===== src/design/dpu_pkg.sv =====
// Shared constants and carrier types for the dual data pointer update logic
package dpu_pkg;

	// -------------------------------------------------------------------
	// Register map (byte addresses on APB)
	// -------------------------------------------------------------------
	localparam int          APB_AW          = 8;
	localparam logic [7:0]  OFS_PTR_CONFIG  = 8'h00;
	localparam logic [7:0]  OFS_PTR_ZERO    = 8'h04;
	localparam logic [7:0]  OFS_PTR_ONE     = 8'h08;

	// -------------------------------------------------------------------
	// Pointer configuration field positions
	// -------------------------------------------------------------------
	localparam int BIT_ONE_UPDATE  = 7;
	localparam int BIT_ZERO_UPDATE = 6;
	localparam int BIT_ONE_DOWN    = 5;
	localparam int BIT_ZERO_DOWN   = 4;
	localparam int BIT_SIG_SELECT  = 3;
	localparam int BIT_HARD_ZERO   = 2;
	localparam int BIT_PTR_SELECT  = 0;

	// -------------------------------------------------------------------
	// Reset values and widths
	// -------------------------------------------------------------------
	localparam int          PTR_W       = 16;
	localparam logic [15:0] PTR_RESET   = 16'h0000;
	localparam logic [15:0] PTR_ONE_LSB = 16'h0001;
	localparam logic [15:0] PTR_MAX     = 16'hFFFF;
	localparam logic [31:0] RD_ZERO     = 32'h0000_0000;

	// Operations issued by the instruction decoder
	typedef enum logic [2:0] {
		OP_NONE  = 3'b000,
		OP_LOAD  = 3'b001,
		OP_INC   = 3'b010,
		OP_XDATA = 3'b011,
		OP_CODE  = 3'b100,
		OP_JUMP  = 3'b101
	} dpu_op_t;

	// One decoder request
	typedef struct packed {
		logic        valid;
		dpu_op_t     kind;
		logic        inverse;
		logic [15:0] data;
		logic        in_application_programming;
	} dpu_req_t;

	// One memory access answer
	typedef struct packed {
		logic        valid;
		logic [15:0] addr;
		logic        code_side;
		logic        sig_space;
		logic        ptr_id;
		logic        iap_valid;
		logic        iap_sig;
	} dpu_access_t;

endpackage : dpu_pkg


===== src/design/dpu_top.sv =====
// Dual data pointer update logic with APB access to its registers
//
// How it works
// - The two update-enable bits let data-move and code-read accesses step the pointer used.
// - With pointer zero's update bit set, each such access through it steps it afterwards.
// - Pointer zero auto-steps up when its down bit is 0 and down when it is 1.
// - With pointer zero's update bit clear, accesses through it leave it unchanged.
// - Pointer one's down bit turns the increment command on it into a decrement.
// - Pointer one's down bit also sets its auto-step direction when its update bit is 1.
// - Pointer zero's down bit turns the increment command on it into a decrement.
// - With the signature bit at 1, code reads and programming accesses go to signature space.
// - With the signature bit at 0, code reads and programming accesses go to program memory.
// - The prefix flag picks the opposite pointer, except for the indirect jump.
// - Bit 2 of the configuration register always reads as 0.
//
// Implementation choices: the register offsets and the APB register port.
`timescale 1ns/1ps
module dpu_top
	import dpu_pkg::*;
(
	// Clock and reset
	input  wire logic                SYS_CLK,
	input  wire logic                RST,
	// APB slave
	input  wire logic                PSEL,
	input  wire logic                PENABLE,
	input  wire logic                PWRITE,
	input  wire logic [APB_AW-1:0]   PADDR,
	input  wire logic [31:0]         PWDATA,
	output logic      [31:0]         PRDATA,
	output logic                     PREADY,
	output logic                     PSLVERR,
	// Decoder request
	input  wire dpu_req_t            REQ,
	// Memory access answer
	output dpu_access_t              ACC,
	// Pointer values
	output logic      [15:0]         PTR_ZERO,
	output logic      [15:0]         PTR_ONE
);

	// -------------------------------------------------------------------
	// Configuration state
	// -------------------------------------------------------------------
	logic [1:0] auto_update_en;
	logic [1:0] count_down;
	logic       signature_space_select;
	logic       pointer_select;
	logic [15:0] ptr [2];
	logic [15:0] stepped [2];

	// APB strobes
	logic apb_setup;
	logic apb_done;
	logic wr_cfg;
	logic wr_zero;
	logic wr_one;
	logic mapped;

	// Request decode
	logic        tgt;
	logic        auto_kind;
	logic [7:0]  cfg_read;

	// -------------------------------------------------------------------
	// APB decode
	// -------------------------------------------------------------------
	assign apb_setup = PSEL && !PENABLE && !PREADY;
	assign apb_done  = PSEL && PENABLE && PREADY;

	// Address decode
	always_comb
	begin
		mapped = 1'b1;
		if (PADDR == OFS_PTR_CONFIG)
			mapped = 1'b1;
		else if (PADDR == OFS_PTR_ZERO)
			mapped = 1'b1;
		else if (PADDR == OFS_PTR_ONE)
			mapped = 1'b1;
		else
			mapped = 1'b0;
	end

	assign wr_cfg  = apb_done && PWRITE && (PADDR == OFS_PTR_CONFIG);
	assign wr_zero = apb_done && PWRITE && (PADDR == OFS_PTR_ZERO);
	assign wr_one  = apb_done && PWRITE && (PADDR == OFS_PTR_ONE);

	// Configuration as read back; bits 2 and 1 are not stored
	always_comb
	begin
		cfg_read                  = 8'h00;
		cfg_read[BIT_ONE_UPDATE]  = auto_update_en[1];
		cfg_read[BIT_ZERO_UPDATE] = auto_update_en[0];
		cfg_read[BIT_ONE_DOWN]    = count_down[1];
		cfg_read[BIT_ZERO_DOWN]   = count_down[0];
		cfg_read[BIT_SIG_SELECT]  = signature_space_select;
		cfg_read[BIT_HARD_ZERO]   = 1'b0;
		cfg_read[BIT_PTR_SELECT]  = pointer_select;
	end

	// Ready one cycle after setup: every access completes with no wait state
	always_ff @(posedge SYS_CLK)
	begin
		if (RST)
		begin
			PREADY  <= 1'b0;
			PSLVERR <= 1'b0;
			PRDATA  <= RD_ZERO;
		end
		else if (apb_setup)
		begin
			PREADY  <= 1'b1;
			PSLVERR <= !mapped;
			PRDATA  <= RD_ZERO;
			if (!PWRITE && PADDR == OFS_PTR_CONFIG)
				PRDATA <= {24'h000000, cfg_read};
			else if (!PWRITE && PADDR == OFS_PTR_ZERO)
				PRDATA <= {16'h0000, ptr[0]};
			else if (!PWRITE && PADDR == OFS_PTR_ONE)
				PRDATA <= {16'h0000, ptr[1]};
		end
		else
		begin
			PREADY  <= 1'b0;
			PSLVERR <= 1'b0;
		end
	end

	// Configuration register; only a full write changes it
	always_ff @(posedge SYS_CLK)
	begin
		if (RST)
		begin
			auto_update_en         <= 2'b00;
			count_down             <= 2'b00;
			signature_space_select <= 1'b0;
			pointer_select         <= 1'b0;
		end
		else if (wr_cfg)
		begin
			auto_update_en[1]      <= PWDATA[BIT_ONE_UPDATE];
			auto_update_en[0]      <= PWDATA[BIT_ZERO_UPDATE];
			count_down[1]          <= PWDATA[BIT_ONE_DOWN];
			count_down[0]          <= PWDATA[BIT_ZERO_DOWN];
			signature_space_select <= PWDATA[BIT_SIG_SELECT];
			pointer_select         <= PWDATA[BIT_PTR_SELECT];
		end
	end

	// -------------------------------------------------------------------
	// Pointer selection
	// -------------------------------------------------------------------
	// The prefix flips the select for every pointer op but the jump
	always_comb
	begin
		if (REQ.kind == OP_JUMP)
			tgt = pointer_select;
		else
			tgt = pointer_select ^ REQ.inverse;
	end

	assign auto_kind = (REQ.kind == OP_XDATA) || (REQ.kind == OP_CODE);

	// -------------------------------------------------------------------
	// Pointer storage, one slice per pointer
	// -------------------------------------------------------------------
	// A decoder op wins over an APB write to the same pointer in one cycle,
	// so an instruction in flight never loses its own update.
	for (genvar i = 0; i < 2; i++)
	begin : g_ptr
		logic hit;

		assign hit = REQ.valid && (tgt == 1'(i));

		dpu_ptr_step u_step
		(
			.value      (ptr[i]),
			.count_down (count_down[i]),
			.stepped    (stepped[i])
		);

		always_ff @(posedge SYS_CLK)
		begin
			if (RST)
				ptr[i] <= PTR_RESET;
			else if (hit && REQ.kind == OP_LOAD)
				ptr[i] <= REQ.data;
			else if (hit && REQ.kind == OP_INC)
				ptr[i] <= stepped[i];
			else if (hit && auto_kind && auto_update_en[i])
				ptr[i] <= stepped[i];
			else if ((i == 0) ? wr_zero : wr_one)
				ptr[i] <= PWDATA[PTR_W-1:0];
			// Otherwise hold, also for accesses with update off
		end
	end

	assign PTR_ZERO = ptr[0];
	assign PTR_ONE  = ptr[1];

	// -------------------------------------------------------------------
	// Access answer to the memory path
	// -------------------------------------------------------------------
	// Address is the pointer value before its post-update
	always_ff @(posedge SYS_CLK)
	begin
		if (RST)
			ACC <= '0;
		else
		begin
			ACC.valid     <= REQ.valid && (auto_kind || REQ.kind == OP_JUMP);
			ACC.addr      <= ptr[tgt];
			ACC.code_side <= REQ.kind != OP_XDATA;
			ACC.ptr_id    <= tgt;
			// Signature space only for code reads, never for jump fetches
			ACC.sig_space <= REQ.valid && REQ.kind == OP_CODE
				&& signature_space_select;
			ACC.iap_valid <= REQ.in_application_programming;
			ACC.iap_sig   <= REQ.in_application_programming && signature_space_select;
		end
	end

	// -------------------------------------------------------------------
	// Checks
	// -------------------------------------------------------------------
	// Snapshot of the request one cycle back, read only by the checks
	logic        h_valid;
	dpu_op_t     h_kind;
	logic        h_tgt;
	logic [15:0] h_val;
	logic        h_en;
	logic        h_down;

	// Marks a configuration read in flight; a pointer read may well show bit 2 set
	logic        h_cfg_rd;

	always_ff @(posedge SYS_CLK)
	begin
		if (RST)
			h_cfg_rd <= 1'b0;
		else if (apb_setup)
			h_cfg_rd <= !PWRITE && (PADDR == OFS_PTR_CONFIG);
	end

	// Request snapshot for the post-update checks
	always_ff @(posedge SYS_CLK)
	begin
		h_valid <= REQ.valid && !RST;
		h_kind  <= REQ.kind;
		h_tgt   <= tgt;
		h_val   <= ptr[tgt];
		h_en    <= auto_update_en[tgt];
		h_down  <= count_down[tgt];
	end

	auto_step_up_a: assert property (@(posedge SYS_CLK) disable iff (RST)
		(h_valid && (h_kind == OP_XDATA || h_kind == OP_CODE) && h_en && !h_down)
		|-> ptr[h_tgt] == h_val + PTR_ONE_LSB)
		else $error("auto update did not increment");

	auto_step_down_a: assert property (@(posedge SYS_CLK) disable iff (RST)
		(h_valid && (h_kind == OP_XDATA || h_kind == OP_CODE) && h_en && h_down)
		|-> ptr[h_tgt] == h_val - PTR_ONE_LSB)
		else $error("auto update did not decrement");

	no_auto_step_a: assert property (@(posedge SYS_CLK) disable iff (RST)
		(h_valid && (h_kind == OP_XDATA || h_kind == OP_CODE) && !h_en)
		|-> ptr[h_tgt] == h_val)
		else $error("pointer changed with update disabled");

	inc_direction_a: assert property (@(posedge SYS_CLK) disable iff (RST)
		(h_valid && h_kind == OP_INC)
		|-> ptr[h_tgt] == (h_down ? h_val - PTR_ONE_LSB : h_val + PTR_ONE_LSB))
		else $error("increment command went the wrong way");

	inc_wrap_a: assert property (@(posedge SYS_CLK) disable iff (RST)
		(h_valid && h_kind == OP_INC && !h_down && h_val == PTR_MAX)
		|-> ptr[h_tgt] == PTR_RESET)
		else $error("pointer did not wrap to zero");

	sig_route_a: assert property (@(posedge SYS_CLK) disable iff (RST)
		(REQ.valid && REQ.kind == OP_CODE && signature_space_select)
		|=> ACC.valid && ACC.sig_space && ACC.code_side)
		else $error("code read missed signature space");

	code_route_a: assert property (@(posedge SYS_CLK) disable iff (RST)
		(REQ.in_application_programming && !signature_space_select) |=> ACC.iap_valid && !ACC.iap_sig)
		else $error("programming access went to signature space");

	prefix_select_a: assert property (@(posedge SYS_CLK) disable iff (RST)
		(REQ.valid && auto_kind)
		|=> ACC.ptr_id == ($past(pointer_select) ^ $past(REQ.inverse)))
		else $error("prefix did not pick the opposite pointer");

	xdata_side_a: assert property (@(posedge SYS_CLK) disable iff (RST)
		(REQ.valid && REQ.kind == OP_XDATA)
		|=> ACC.valid && !ACC.code_side && !ACC.sig_space)
		else $error("data move reached the code side");

	jump_select_a: assert property (@(posedge SYS_CLK) disable iff (RST)
		(REQ.valid && REQ.kind == OP_JUMP) |=> ACC.ptr_id == $past(pointer_select))
		else $error("jump used the prefixed pointer");

	bit_two_zero_a: assert property (@(posedge SYS_CLK) disable iff (RST)
		(PREADY && !PSLVERR && h_cfg_rd) |-> PRDATA[BIT_HARD_ZERO] == 1'b0)
		else $error("configuration bit 2 read as one");

endmodule : dpu_top


===== src/design/dpu_ptr_step.sv =====
// One-step up or down counter for a 16-bit data pointer
`timescale 1ns/1ps
module dpu_ptr_step
	import dpu_pkg::*;
(
	// Pointer in
	input  wire logic [15:0] value,
	input  wire logic        count_down,
	// Stepped pointer out
	output logic      [15:0] stepped
);

	// Full 16-bit step, wraps silently at both ends
	always_comb
	begin
		if (count_down)
			stepped = value - PTR_ONE_LSB;
		else
			stepped = value + PTR_ONE_LSB;
	end

endmodule : dpu_ptr_step


===== config.mk =====
export PLATFORM = sky130hd
export DESIGN_NAME = dpu_top
export DESIGN_NICKNAME = d
export VERILOG_FILES = /design/src/design/dpu_pkg.sv /design/src/design/dpu_top.sv /design/src/design/dpu_ptr_step.sv
export SDC_FILE = /design/constraint.sdc
export NUM_CORES = 1
export LEC_CHECK = 0
export ABC_AREA = 1
export BUFFER_PORTS_ARGS = -buffer_cell sky130_fd_sc_hd__buf_2
export CAP_MARGIN = 20
export CELL_PAD_IN_SITES_DETAIL_PLACEMENT = 1
export CELL_PAD_IN_SITES_GLOBAL_PLACEMENT = 1
export CORE_AREA = 2 2 134 136
export CTS_CLUSTER_DIAMETER = 80
export DETAILED_ROUTE_END_ITERATION = 8
export DIE_AREA = 0 0 136 138
export PLACE_DENSITY = 0.74
export SYNTH_ARGS = -nofsm -noshare
export SYNTH_HDL_FRONTEND = slang
export SYNTH_SLANG_ARGS = --single-unit

===== constraint.sdc =====
create_clock -name SYS_CLK -period 2.4 [get_ports SYS_CLK]
set_clock_uncertainty 0.15 [all_clocks]
set_input_delay 0.12 -clock SYS_CLK [delete_from_list [all_inputs] [get_ports SYS_CLK]]
set_output_delay 0.12 -clock SYS_CLK [all_outputs]
set_load 0.02 [all_outputs]

Word level (Yosys, flattened, before mapping) --
Memories as Yosys holds them, arrays and structs flattened. A register that Yosys moved wholly into a read port is not among the register bits. Cells that the tools add are included.
Storage, ports and cells: logic and storage cells 126, RAM bits 32, memories kept 1, register bits 46, output and inout port bits 88
Memories:
- ptr | depth 2, bits a word 16, rd ports 3, clocked after memory_dff 1, write ports 2, RTL line dpu_top.sv:49 | logic [15:0] ptr [2];
Cells by class: reduce and logical (&&, ||, !) cells 33, bitwise operators 11, multiplexer cells 56, add/sub/neg operators 4, eq/ne operators 8
Operators with widths (count):
- 16-bit 2-to-1 mux | 13
- 1-bit 2-to-1 mux | 43
- 16-bit by 1-bit adder with 16-bit output (second input constant) | 2
- 16-bit by 1-bit subtractor with 16-bit output (second input constant) | 2
- 1-bit logical AND | 25
- 8-bit by 3-bit == test with 1-bit output (second input constant) | 1
- 8-bit by 4-bit == test with 1-bit output (second input constant) | 1
- 8-bit zero test | 1
- 1-bit bitwise OR | 8
- 3-bit by 2-bit == test with 1-bit output (second input constant) | 2
- 3-bit == test (second input constant) | 2
- 1-bit zero test | 4
- 3-bit by 1-bit == test with 1-bit output (second input constant) | 1
- 3-bit by 2-bit inequality test with 1-bit output (second input constant) | 1
- 1-bit logical OR | 2
- 1-bit inverter | 2
- 2-bit OR reduction | 1
- 1-bit XOR | 1

Depth between registers and ports, before layout --
Gate-level depths: netlist of the first run.
depth in word-level cells 13, gate-level depth with buffers 12, mapped depth without buffers 12

By module --
A second synthesis of the first run with hierarchy kept.
Second synthesis, totals: cells, all modules 982, area, all modules 6427.4 um^2
By module, submodules not included:
- dpu_top | cells an instance 630, area an instance 4583.1 um^2, instances 1, seq. area each 1881.8 um^2
- dpu_ptr_step | cells an instance 176, area an instance 922.1 um^2, instances 2, seq. area each 0.0 um^2

Worst setup path before layout of the first run --
OpenSTA, ideal clock, no wires.
kind register -> register, from register count_down[1], to memory ptr[1][8] (data pin), stages on the path, launching flop included 9, period minus slack after synthesis 2.243 ns, slack 0.157 ns, buffers on the path 0, arrival time 1.835 ns, cells stage by stage dfxtp_1 -> ha_1 -> a21oi_1 -> nand2_1 -> nand2_1 -> nand2_1 -> or2_2 -> a21oi_1 -> o21ai_1
RTL lines:
- from (decl) | RTL line dpu_top.sv:46 | logic [1:0] count_down;
- from (signal assigned) | RTL line dpu_top.sv:144 | count_down[1] <= PWDATA[BIT_ONE_DOWN];
- to (decl) | RTL line dpu_top.sv:49

==> impl_metrics.env, run 1 <==
export IMPL_final_hold_viol_count=0
export IMPL_grt_busiest_layer="met2"
export IMPL_core_region_area_mm2=0.01753
export IMPL_met3_usage=0.03594
export IMPL_place_congestion=0.9135
export IMPL_clk_latency_ns=0.35
export IMPL_portBuffers=122
export IMPL_area_delta_synth_final_pct=26.85
export IMPL_synth_top_area_frac=0.1807
export IMPL_critical_path_class="flip-flop to flip-flop"
export IMPL_syn_area_per_cell_um2=6.660
export IMPL_netlist_top_cells_area="nand2_1 (18%), edfxtp_1 (17%), dfxtp_1 (16%), nand3_1 (7.0%), ha_1 (6.1%)"
export IMPL_yosys_warnings=0
export IMPL_clk_pin_slew_ns=0.06
export IMPL_cp_arrival_ns=2.20
export IMPL_grt_util_met2=0.3830
export IMPL_met1_usage=0.3231
export IMPL_numCtsBuffers=9
export IMPL_num_rows=49
export IMPL_slew_headroom=0.5331
export IMPL_ys_flop_type="dfxtp_1"
export IMPL_postRouteAntennaNets=0
export IMPL_dp_cells=1233
export IMPL_syn_inst=867
export IMPL_syn_area_mm2=0.005774
export IMPL_die_w_um=136
export IMPL_cts_tree="done"
export IMPL_vias=6320
export IMPL_fin_nets=1138
export IMPL_grtUsageTotal=0.2351
export IMPL_drt_first_pass_iters=5
export IMPL_hpwlAfterDp_mm=17.56
export IMPL_ys_ff_latch=78
export IMPL_end_kind="flip-flop"
export IMPL_cts_buffer_depth=2
export IMPL_maxCapViolCount=0
export IMPL_grt_first_pass_wirelength_mm=33.71
export IMPL_period_needed_ns=2.245
export IMPL_min_period_over_period=0.9355
export IMPL_drive_gt1_frac=0.2019
export IMPL_grt_pass1_vias=6169
export IMPL_ir_drop_v=0.0003762
export IMPL_required_ns=2.36
export IMPL_routed_wl_mm=22.10
export IMPL_io_pins=155
export IMPL_diodes=0
export IMPL_cts_root_buf="clkbuf_16"
export IMPL_drc=0
export IMPL_leakagePower_nw=3.758
export IMPL_hold_path_class="input port to flip-flop"
export IMPL_power_mw=3.352
export IMPL_synth_seq_area_share=0.3259
export IMPL_cts_sinks=78
export IMPL_synth_edf_count=32
export IMPL_synth_top_area_cell="nand2_1"
export IMPL_rsz0062_at_grt="yes"
export IMPL_status="finished clean"
export IMPL_die_area_mm2=0.01877
export IMPL_drt_initial_drc_count=324
export IMPL_async_flop_share=0
export IMPL_routedWlPerCell_um=17.35
export IMPL_power_density_mw_per_mm2=457.6
export IMPL_h_tree_depth=3
export IMPL_antenna_found_initial=0
export IMPL_die_y_um=138
export IMPL_ys_top_cells_by_count="nand2_1 (278), nor2_1 (92), inv_1 (91)"
export IMPL_yosysUniqueCellTypes=44
export IMPL_yosysMostFrequentCell="nand2_1"
export IMPL_drv_slew=0
export IMPL_crit_fanout=14
export IMPL_start_util=0.3293
export IMPL_fmax_mhz=445.4
export IMPL_setup_viol=0
export IMPL_via_per_inst=4.961
export IMPL_grt_remaining_overflow=0
export IMPL_grt_start_max_net_pins=40
export IMPL_worst_slew_pin_slew_ns=0.6996
export IMPL_startpoint_type="flip-flop"
export IMPL_final_cells=1274
-- registers in the layout (all words and copies together) (netlist names) --
signal,count
ptr,32
pointer_select,1
auto_update_en,2
ACC,22
count_down,2
PSLVERR,1
signature_space_select,1
PRDATA,16
PREADY,1
-- logic make-up (layout without fill, tap and decap cells) --
group,after synthesis,after routing,share of synthesized area
AOI/OAI and AO/OA,113,113,0.1103
xor gates and xnor gates,14,14,0.02124
adders and majority gates,30,30,0.06761
buffers and inverters,133,296,0.1036
DFF,78,78,0.3259
other,1,16,0.0006494
and+or+nand+nor,498,498,0.3707
-- placed cells by master (no fill, tap or decap), drive strengths merged, types with 8 or more instances in the layout --
| master | instances |
|---|---|
| nand4 | 9 |
| nand2 | 286 |
| a21oi | 52 |
| clkbuf | 13 |
| nand3 | 87 |
| o21ai | 43 |
| edfxtp | 32 |
| xnor2 | 8 |
| nor2 | 98 |
| buf | 161 |
| ha | 28 |
| inv | 96 |
| dfxtp | 46 |
| dlygate4sd3 | 23 |
| nand3b | 8 |
| conb | 16 |
-- what timing repair did --
item | in CTS | in global routing
setup endpoints to repair | 0 | 17
resized for setup | 0 | 6
setup buffers | 0 | 3
endpoints found under the hold margin | 31 | 0
hold buffers | 23 | 0
-- power by group --
part           switching, mW  internal [mW]  total (mW)
combinational          0.397          0.209       0.606
sequential            0.0431           1.44        1.48
clock                  0.542          0.721        1.26
-- metal layers --
metal,vias up,part of all wire,routed length [µm]
li1,3139,-,-
met1,2962,0.46,10130
met2,191,0.47,10350
met3,28,0.055,1222
met4,0,0.018,395
met5,-,0,0
-- per-stage QoR --
stage,setup WS [ns],setup TNS [ns],cell area (µm²),util,hold slack [ns]
floorplan,0.1574,0,5831,-,0.08497
global placement,0.1246,0,6779,0.3866,0.2573
detailed placement,0.06913,0,6779,0.3866,0.2675
CTS,0.08110,0,7269,0.4146,0.009833
global route,-0.05414,-0.08161,7325,0.4177,0.03238
finish,0.1548,0,7325,0.4177,0.01675
-- final timing paths --
check,cells after the start,from,slack (ns),end
worst max register to register,11,count_down[0]$_SDFFE_PP0P_,0.15,ptr[0][11]$_DFFE_PP_
worst min register to register,2,PRDATA[14]$_SDFFE_PP0P_,0.32,PRDATA[14]$_SDFFE_PP0P_
worst min-delay path,4,RST,0.02,auto_update_en[0]$_SDFFE_PP0P_
worst max-delay path,11,count_down[0]$_SDFFE_PP0P_,0.15,ptr[0][11]$_DFFE_PP_
-- worst max-delay path, cell delays in order, from the launching register on --
cell and delay [ns]:
dfxtp_2 0.43, buf_12 0.17, ha_1 0.30, a21oi_1 0.24, o21a_1 0.17, nand2_1 0.11, nand2_1 0.10, nand2_1 0.05
nand2_1 0.05, nand3_1 0.10, nand2_1 0.09, nand2_1 0.05
-- cell type report --
class	count	area [µm²]
clock inverter	2	10.01
clock buffer	13	250.2
fill	2363	10210
inverter	97	366.6
timing repair buffer	184	1146
sequential	78	1884
multi-input combinational	671	3381
tap	229	286.5
Power figures use the tool's default switching activity.
==> inputs of run 2 (changes only) <==
--- a/config.mk
+++ b/config.mk
@@ -5,16 +5,15 @@
 export SDC_FILE = /design/constraint.sdc
 export NUM_CORES = 1
 export LEC_CHECK = 0
-export ABC_AREA = 1
 export BUFFER_PORTS_ARGS = -buffer_cell sky130_fd_sc_hd__buf_2
 export CAP_MARGIN = 20
 export CELL_PAD_IN_SITES_DETAIL_PLACEMENT = 1
 export CELL_PAD_IN_SITES_GLOBAL_PLACEMENT = 1
-export CORE_AREA = 2 2 134 136
+export CORE_AREA = 2 2 123 125
 export CTS_CLUSTER_DIAMETER = 80
 export DETAILED_ROUTE_END_ITERATION = 8
-export DIE_AREA = 0 0 136 138
-export PLACE_DENSITY = 0.74
+export DIE_AREA = 0 0 125 127
+export PLACE_DENSITY = 0.73
 export SYNTH_ARGS = -nofsm -noshare
 export SYNTH_HDL_FRONTEND = slang
 export SYNTH_SLANG_ARGS = --single-unit
==> run 2 against run 1 <==
Compared with the run above:
- the flow now finishes with violations (setup timing)
- clock power is 27% higher
- via count shrank 17%
- critical path depth decreased by 3
- power rose by 13%
- sequential cell count did not move
- non-clock buffer count up 55
- routed wire length decreased by 11%
- sequential power about the same
- core utilization rose by 7.8 points
- final area decreased by 2.4%
- synthesized cell count is 37% lower
- sequential share of layout area grew 0.70 points
- critical endpoint is now ptr[1][13]$_SDFFCE_PN0P_
- largest cell class unchanged
- highest routed layer unchanged
==> impl_metrics.env, run 2 <==
export IMPL_leakagePower_nw=3.142
export IMPL_slew_headroom=0.5567
export IMPL_drv_slew=0
export IMPL_min_period_over_period=1.060
export IMPL_yosysMostFrequentCell="nand2_1"
export IMPL_violations="setup timing"
export IMPL_io_pins=155
export IMPL_critPathTopFamily="compound AO/OA/AOI/OAI gates"
export IMPL_period_needed_ns=2.544
export IMPL_numCtsBuffers=9
export IMPL_critical_path_class="flip-flop to flip-flop"
export IMPL_via_per_inst=5.434
export IMPL_cts_root_buf="clkbuf_16"
export IMPL_ys_top_cells_by_count="nand2_1 (69), nor2_1 (63), a21oi_1 (48)"
export IMPL_portBuffers=122
export IMPL_maxCapViolCount=0
export IMPL_cp_depth=8
export IMPL_met3_usage=0.04020
export IMPL_place_ws_ns=-0.1215
export IMPL_whs_ns=0.006690
export IMPL_biggestRegsByFlops="ptr x32, ACC x22, PRDATA x16"
export IMPL_syn_inst=548
export IMPL_cp_arrival_ns=2.48
export IMPL_min_delay_start="PADDR[2]"
export IMPL_rsz0062_at_grt="yes"
export IMPL_crit_start="ptr[1][1]$_SDFFCE_PN0P_"
export IMPL_syn_area_mm2=0.004882
export IMPL_drive_gt1_frac=0.3598
export IMPL_critPathMaxStageDelay_ns=0.46
export IMPL_cts_sinks=78
export IMPL_r2r_start="ptr[1][1]$_SDFFCE_PN0P_"
export IMPL_worst_slew_pin_slew_ns=0.6650
export IMPL_cts_tree="done"
export IMPL_startpoint_type="flip-flop"
export IMPL_worst_slack_ns=-0.1441
export IMPL_synth_top_area_frac=0.1968
export IMPL_fmax_mhz=393.1
export IMPL_multi_input_area_mm2=0.003075
export IMPL_start_util=0.3385
export IMPL_postRouteAntennaNets=0
export IMPL_crit_buf_inv=0
export IMPL_ys_ff_latch=78
export IMPL_drt_first_pass_iters=5
export IMPL_grt_util_met2=0.4143
export IMPL_top_register="ptr"
export IMPL_antenna_found_initial=0
export IMPL_ys_flop_type="dfxtp_1"
export IMPL_grt_busiest_layer="met2"
export IMPL_end_kind="flip-flop"
export IMPL_h_tree_depth=3
export IMPL_core_region_area_mm2=0.01442
export IMPL_clk_latency_ns=0.34
export IMPL_grt_remaining_overflow=0
export IMPL_die_y_um=127
export IMPL_vias=5244
export IMPL_hold_path_class="input port to flip-flop"
export IMPL_grtUsageTotal=0.2376
export IMPL_place_congestion=0.9179
export IMPL_r2r_cells=8
export IMPL_grt_pass1_vias=5460
export IMPL_status="finished, violations left"
export IMPL_fin_area_mm2=0.007151
export IMPL_crit_fanout=4
export IMPL_final_cells=965
export IMPL_layout_commonest_cell="buf_2"
export IMPL_num_rows=44
export IMPL_syn_area_per_cell_um2=8.909
export IMPL_power_density_mw_per_mm2=527.6
export IMPL_drc=0
export IMPL_clk_pin_slew_ns=0.07
export IMPL_routed_wl_mm=19.70
export IMPL_grt_first_pass_wirelength_mm=30.00
export IMPL_ir_drop_v=0.0003087
export IMPL_die_area_mm2=0.01588
export IMPL_diodes=0
export IMPL_hpwlAfterDp_mm=14.34
export IMPL_fillers=1720
export IMPL_netlist_top_cells_area="edfxtp_1 (20%), dfxtp_1 (19%), ha_1 (7.2%), nand2_1 (5.3%), a21oi_1 (4.9%)"
export IMPL_fin_nets=873
export IMPL_die_w_um=125
export IMPL_area_delta_synth_final_pct=46.46
export IMPL_register_area_mm2=0.001889
export IMPL_dp_cells=903
export IMPL_largest_reg_flops=32
export IMPL_postLayoutCoreUtil=0.4957
export IMPL_layout_common_cells="buf_2 (122), buf_4 (84), nand2_1 (68)"
export IMPL_power_mw=3.773
export IMPL_met1_usage=0.2956
export IMPL_cts_buffer_depth=2
export IMPL_required_ns=2.34
export IMPL_hold_depth=3
export IMPL_setup_viol=7
export IMPL_grt_start_max_net_pins=39
export IMPL_synth_seq_area_share=0.3854
export IMPL_drt_initial_drc_count=377
export IMPL_yosysUniqueCellTypes=61
export IMPL_place_area_mm2=0.006208
export IMPL_yosys_warnings=0
export IMPL_routedWlPerCell_um=20.42
export IMPL_synth_top_area_cell="edfxtp_1"
export IMPL_cp_slowest_cell="edfxtp_1"
export IMPL_async_flop_share=0
export IMPL_tns_ns=-0.4599
export IMPL_synth_edf_count=32
export IMPL_final_hold_viol_count=0
export IMPL_crit_chain="ha_1 > a21oi_2 > nor2_1 > a311oi_2 > o22ai_2 > o21ai_1 > xor2_1 > a22oi_1"
[run 2: layout make-up]
| cell class | instances | area share |
|---|---|---|
| repair buffers | 239 | 0.2203 |
| inverters | 8 | 0.004199 |
| well taps | 184 | 0.03220 |
| clock buffers | 12 | 0.03885 |
| multi-input cells | 440 | 0.4301 |
| clock inverters | 4 | 0.01015 |
| flip-flops and latches | 78 | 0.2642 |
[run 2: worst min-delay path, stage by stage]
cell and delay (ns):
buf_2 0.14, a21oi_1 0.09, nor2b_1 0.10
[run 2: power breakdown]
group / leakage [nW] / switching, mW / internal, mW
Combinational: 2.26 / 0.404 / 0.265
Clock: 0.175 / 0.570 / 1.03
Sequential: 0.705 / 0.0514 / 1.45
Total: 3.14 / 1.03 / 2.75
[run 2: cells by family after synthesis]
| family | count (synthesis) | synth area share |
|---|---|---|
| AO/OA/AOI/OAI | 180 | 0.2435 |
| XOR/XNOR | 32 | 0.05741 |
| adder cells (fa/ha/maj) | 30 | 0.07996 |
| buffers and inverters | 45 | 0.05049 |
| flip-flops | 78 | 0.3854 |
| multiplexers | 7 | 0.01435 |
| other | 1 | 0.0007681 |
| AND/OR/NAND/NOR | 175 | 0.1681 |
[run 2: worst paths after layout]
kind	to	slack, ns
worst max register to register	ptr[1][13]$_SDFFCE_PN0P_	-0.14
worst min register to register	PRDATA[11]$_SDFFE_PP0P_	0.35
worst min-delay path	PSLVERR$_SDFF_PP0_	0.007
worst max-delay path	ptr[1][13]$_SDFFCE_PN0P_	-0.14
[run 2: routing by layer]
layer,share of wire,vias up
met1,0.41,2536
met2,0.49,216
met3,0.066,43
li1,-,2449
met5,0,-
met4,0.028,0
[run 2: repair_timing]
| action | in CTS | in global routing |
|---|---|---|
| setup endpoints to repair | 16 | 19 |
| endpoints found under the hold margin | 31 | 1 |
| gates resized for setup | 18 | 26 |
| pin swaps | 17 | 21 |
| setup buffers | 10 | 6 |
| hold buffers | 29 | 1 |
==> inputs of run 3 (changes only) <==
--- a/config.mk
+++ b/config.mk
@@ -13,7 +13,7 @@
 export CTS_CLUSTER_DIAMETER = 80
 export DETAILED_ROUTE_END_ITERATION = 8
 export DIE_AREA = 0 0 125 127
-export PLACE_DENSITY = 0.73
+export PLACE_DENSITY = 0.88
 export SYNTH_ARGS = -nofsm -noshare
 export SYNTH_HDL_FRONTEND = slang
 export SYNTH_SLANG_ARGS = --single-unit
==> run 3 against run 2 <==
Compared with the run above:
- the run ends with hold timing, setup timing left
- first-iteration DRC count is 110% higher
- sequential cell count stayed put
- non-clock buffer count is 6 higher
- sequential share of layout area is 0.52 points lower
- critical path depth stayed put
- core utilization is 0.99 points higher
- hold slack worse by 0.027 ns
- sequential power hardly changed
- largest cell class unchanged
- setup slack worse by 0.16 ns
==> impl_metrics.env, run 3 (synthesis gave the netlist of run 2 again) <==
export IMPL_status="finished, violations left"
export IMPL_violations="hold timing, setup timing"
export IMPL_grt_util_met2=0.4581
export IMPL_rsz0062_at_grt="yes"
export IMPL_place_congestion=0.8935
export IMPL_power_density_mw_per_mm2=497.1
export IMPL_routed_wl_mm=24.42
export IMPL_fin_nets=879
export IMPL_worst_slew_pin_slew_ns=0.5294
export IMPL_antenna_found_initial=0
export IMPL_diodes=0
export IMPL_die_area_mm2=0.01588
export IMPL_postLayoutCoreUtil=0.5056
export IMPL_cts_buffer_depth=2
export IMPL_setup_viol=16
export IMPL_min_period_over_period=1.128
export IMPL_cts_sinks=78
export IMPL_register_area_mm2=0.001889
export IMPL_io_pins=155
export IMPL_fillers=1688
export IMPL_drt_initial_drc_count=779
export IMPL_start_util=0.3385
export IMPL_grt_first_pass_wirelength_mm=33.98
export IMPL_leakagePower_nw=3.210
export IMPL_maxCapViolCount=0
export IMPL_dp_cells=915
export IMPL_grtUsageTotal=0.2710
export IMPL_largest_reg_flops=32
export IMPL_num_rows=44
export IMPL_crit_fanout=2
export IMPL_cp_arrival_ns=2.65
export IMPL_vias=5867
export IMPL_clk_pin_slew_ns=0.06
export IMPL_via_per_inst=6.042
export IMPL_biggestRegsByFlops="ptr x32, ACC x22, PRDATA x16"
export IMPL_final_hold_viol_count=1
export IMPL_die_y_um=127
export IMPL_grt_pass1_vias=5908
export IMPL_clk_latency_ns=0.37
export IMPL_critical_path_class="flip-flop to flip-flop"
export IMPL_core_region_area_mm2=0.01442
export IMPL_slew_headroom=0.6446
export IMPL_grt_remaining_overflow=0
export IMPL_drive_gt1_frac=0.3990
export IMPL_met3_usage=0.05821
export IMPL_required_ns=2.35
export IMPL_met1_usage=0.3248
export IMPL_die_w_um=125
export IMPL_area_delta_synth_final_pct=49.38
export IMPL_drv_slew=0
export IMPL_fmax_mhz=369.5
export IMPL_h_tree_depth=3
export IMPL_numCtsBuffers=9
export IMPL_whs_ns=-0.02017
export IMPL_grt_busiest_layer="met2"
export IMPL_hpwlAfterDp_mm=14.85
export IMPL_final_cells=971
export IMPL_startpoint_type="flip-flop"
export IMPL_cts_tree="done"
export IMPL_drc=0
export IMPL_cts_root_buf="clkbuf_16"
export IMPL_worst_slack_ns=-0.3064
export IMPL_postRouteAntennaNets=0
export IMPL_grt_start_max_net_pins=43
export IMPL_ir_drop_v=0.0003094
export IMPL_end_kind="flip-flop"
export IMPL_period_needed_ns=2.706
export IMPL_routedWlPerCell_um=25.15
export IMPL_layout_common_cells="buf_2 (122), buf_4 (92), nand2_1 (68)"
export IMPL_top_register="ptr"
export IMPL_hold_path_class="input port to flip-flop"
export IMPL_drt_first_pass_iters=6
export IMPL_layout_commonest_cell="buf_2"
export IMPL_portBuffers=122
export IMPL_multi_input_area_mm2=0.003226
## run 3: changes by cell type in the layout (fill, tap and decap cells not counted), moves of 3 or more
cell,delta
buf_4,+8
dlygate4sd3_1,-5
xnor2_1,-5
xnor2_2,+5
clkinv_2,+4
o21ai_1,-4
o21ai_2,+4
ha_1,-3
## run 3: timing repair
| action | 4_1_cts | 5_1_grt |
|---|---|---|
| pin swaps | 34 | 14 |
| endpoints found under the hold margin | 26 | 0 |
| buffers inserted | 9 | 7 |
| resized for setup | 29 | 43 |
| hold buffers | 25 | 0 |
| endpoints found under the setup margin | 18 | 22 |
## run 3: metal layers
| metal | vias to the layer above | part of all wire |
|---|---|---|
| li1 | 2467 | - |
| met2 | 425 | 0.49 |
| met1 | 2875 | 0.37 |
| met4 | 0 | 0.051 |
| met3 | 100 | 0.087 |
| met5 | - | 0 |
## run 3: area by class of cell
class	count	area share
Multi-Input combinational cell	440	0.4423
Sequential cell	78	0.2590
Timing Repair Buffer	245	0.2232
Tap cell	184	0.03157
Clock buffer	9	0.03088
Clock inverter	7	0.008921
Inverter	8	0.004117
## run 3: per-stage QoR
stage | total power [mW] | hold WS (ns) | area [µm²] | worst slack (ns) | setup TNS [ns]
floorplan | 1.857 | 0.04674 | 5046 | -0.01369 | -0.01855
global placement | 2.107 | 0.2134 | 6311 | -0.06632 | -0.2338
detailed placement | 2.132 | 0.2295 | 6311 | -0.2027 | -1.881
CTS | 3.519 | 0.00006486 | 7025 | -0.1121 | -0.5339
global route | 3.723 | 0.002428 | 7293 | -0.3421 | -3.435
finish | 3.625 | -0.02017 | 7293 | -0.3064 | -2.722
## run 3: where the power goes
| group | switching, mW | internal, mW |
|---|---|---|
| sequential | 0.0556 | 1.45 |
| clock | 0.591 | 0.798 |
| combinational | 0.454 | 0.279 |
| total | 1.10 | 2.53 |
## run 3: critical path, stage by stage, from the launching register on
cell      delay, ns
edfxtp_1       0.49
fa_2           0.44
a21o_1         0.27
a221oi_4       0.29
buf_4          0.18
o21ai_2        0.06
xor2_1         0.16
a222oi_1       0.31
inv_1          0.10
## run 3: final timing paths
path / startpoint / endpoint / slack [ns] / cells past startpoint
setup / recovery: ptr[1][1]$_SDFFCE_PN0P_ / ptr[1][8]$_SDFFCE_PN0P_ / -0.31 / 8
hold / removal: PWDATA[13] / ptr[0][13]$_DFFE_PP_ / -0.02 / 3
setup reg to reg: ptr[1][1]$_SDFFCE_PN0P_ / ptr[1][8]$_SDFFCE_PN0P_ / -0.31 / 8
hold reg to reg: PRDATA[9]$_SDFFE_PP0P_ / PRDATA[9]$_SDFFE_PP0P_ / 0.35 / 2
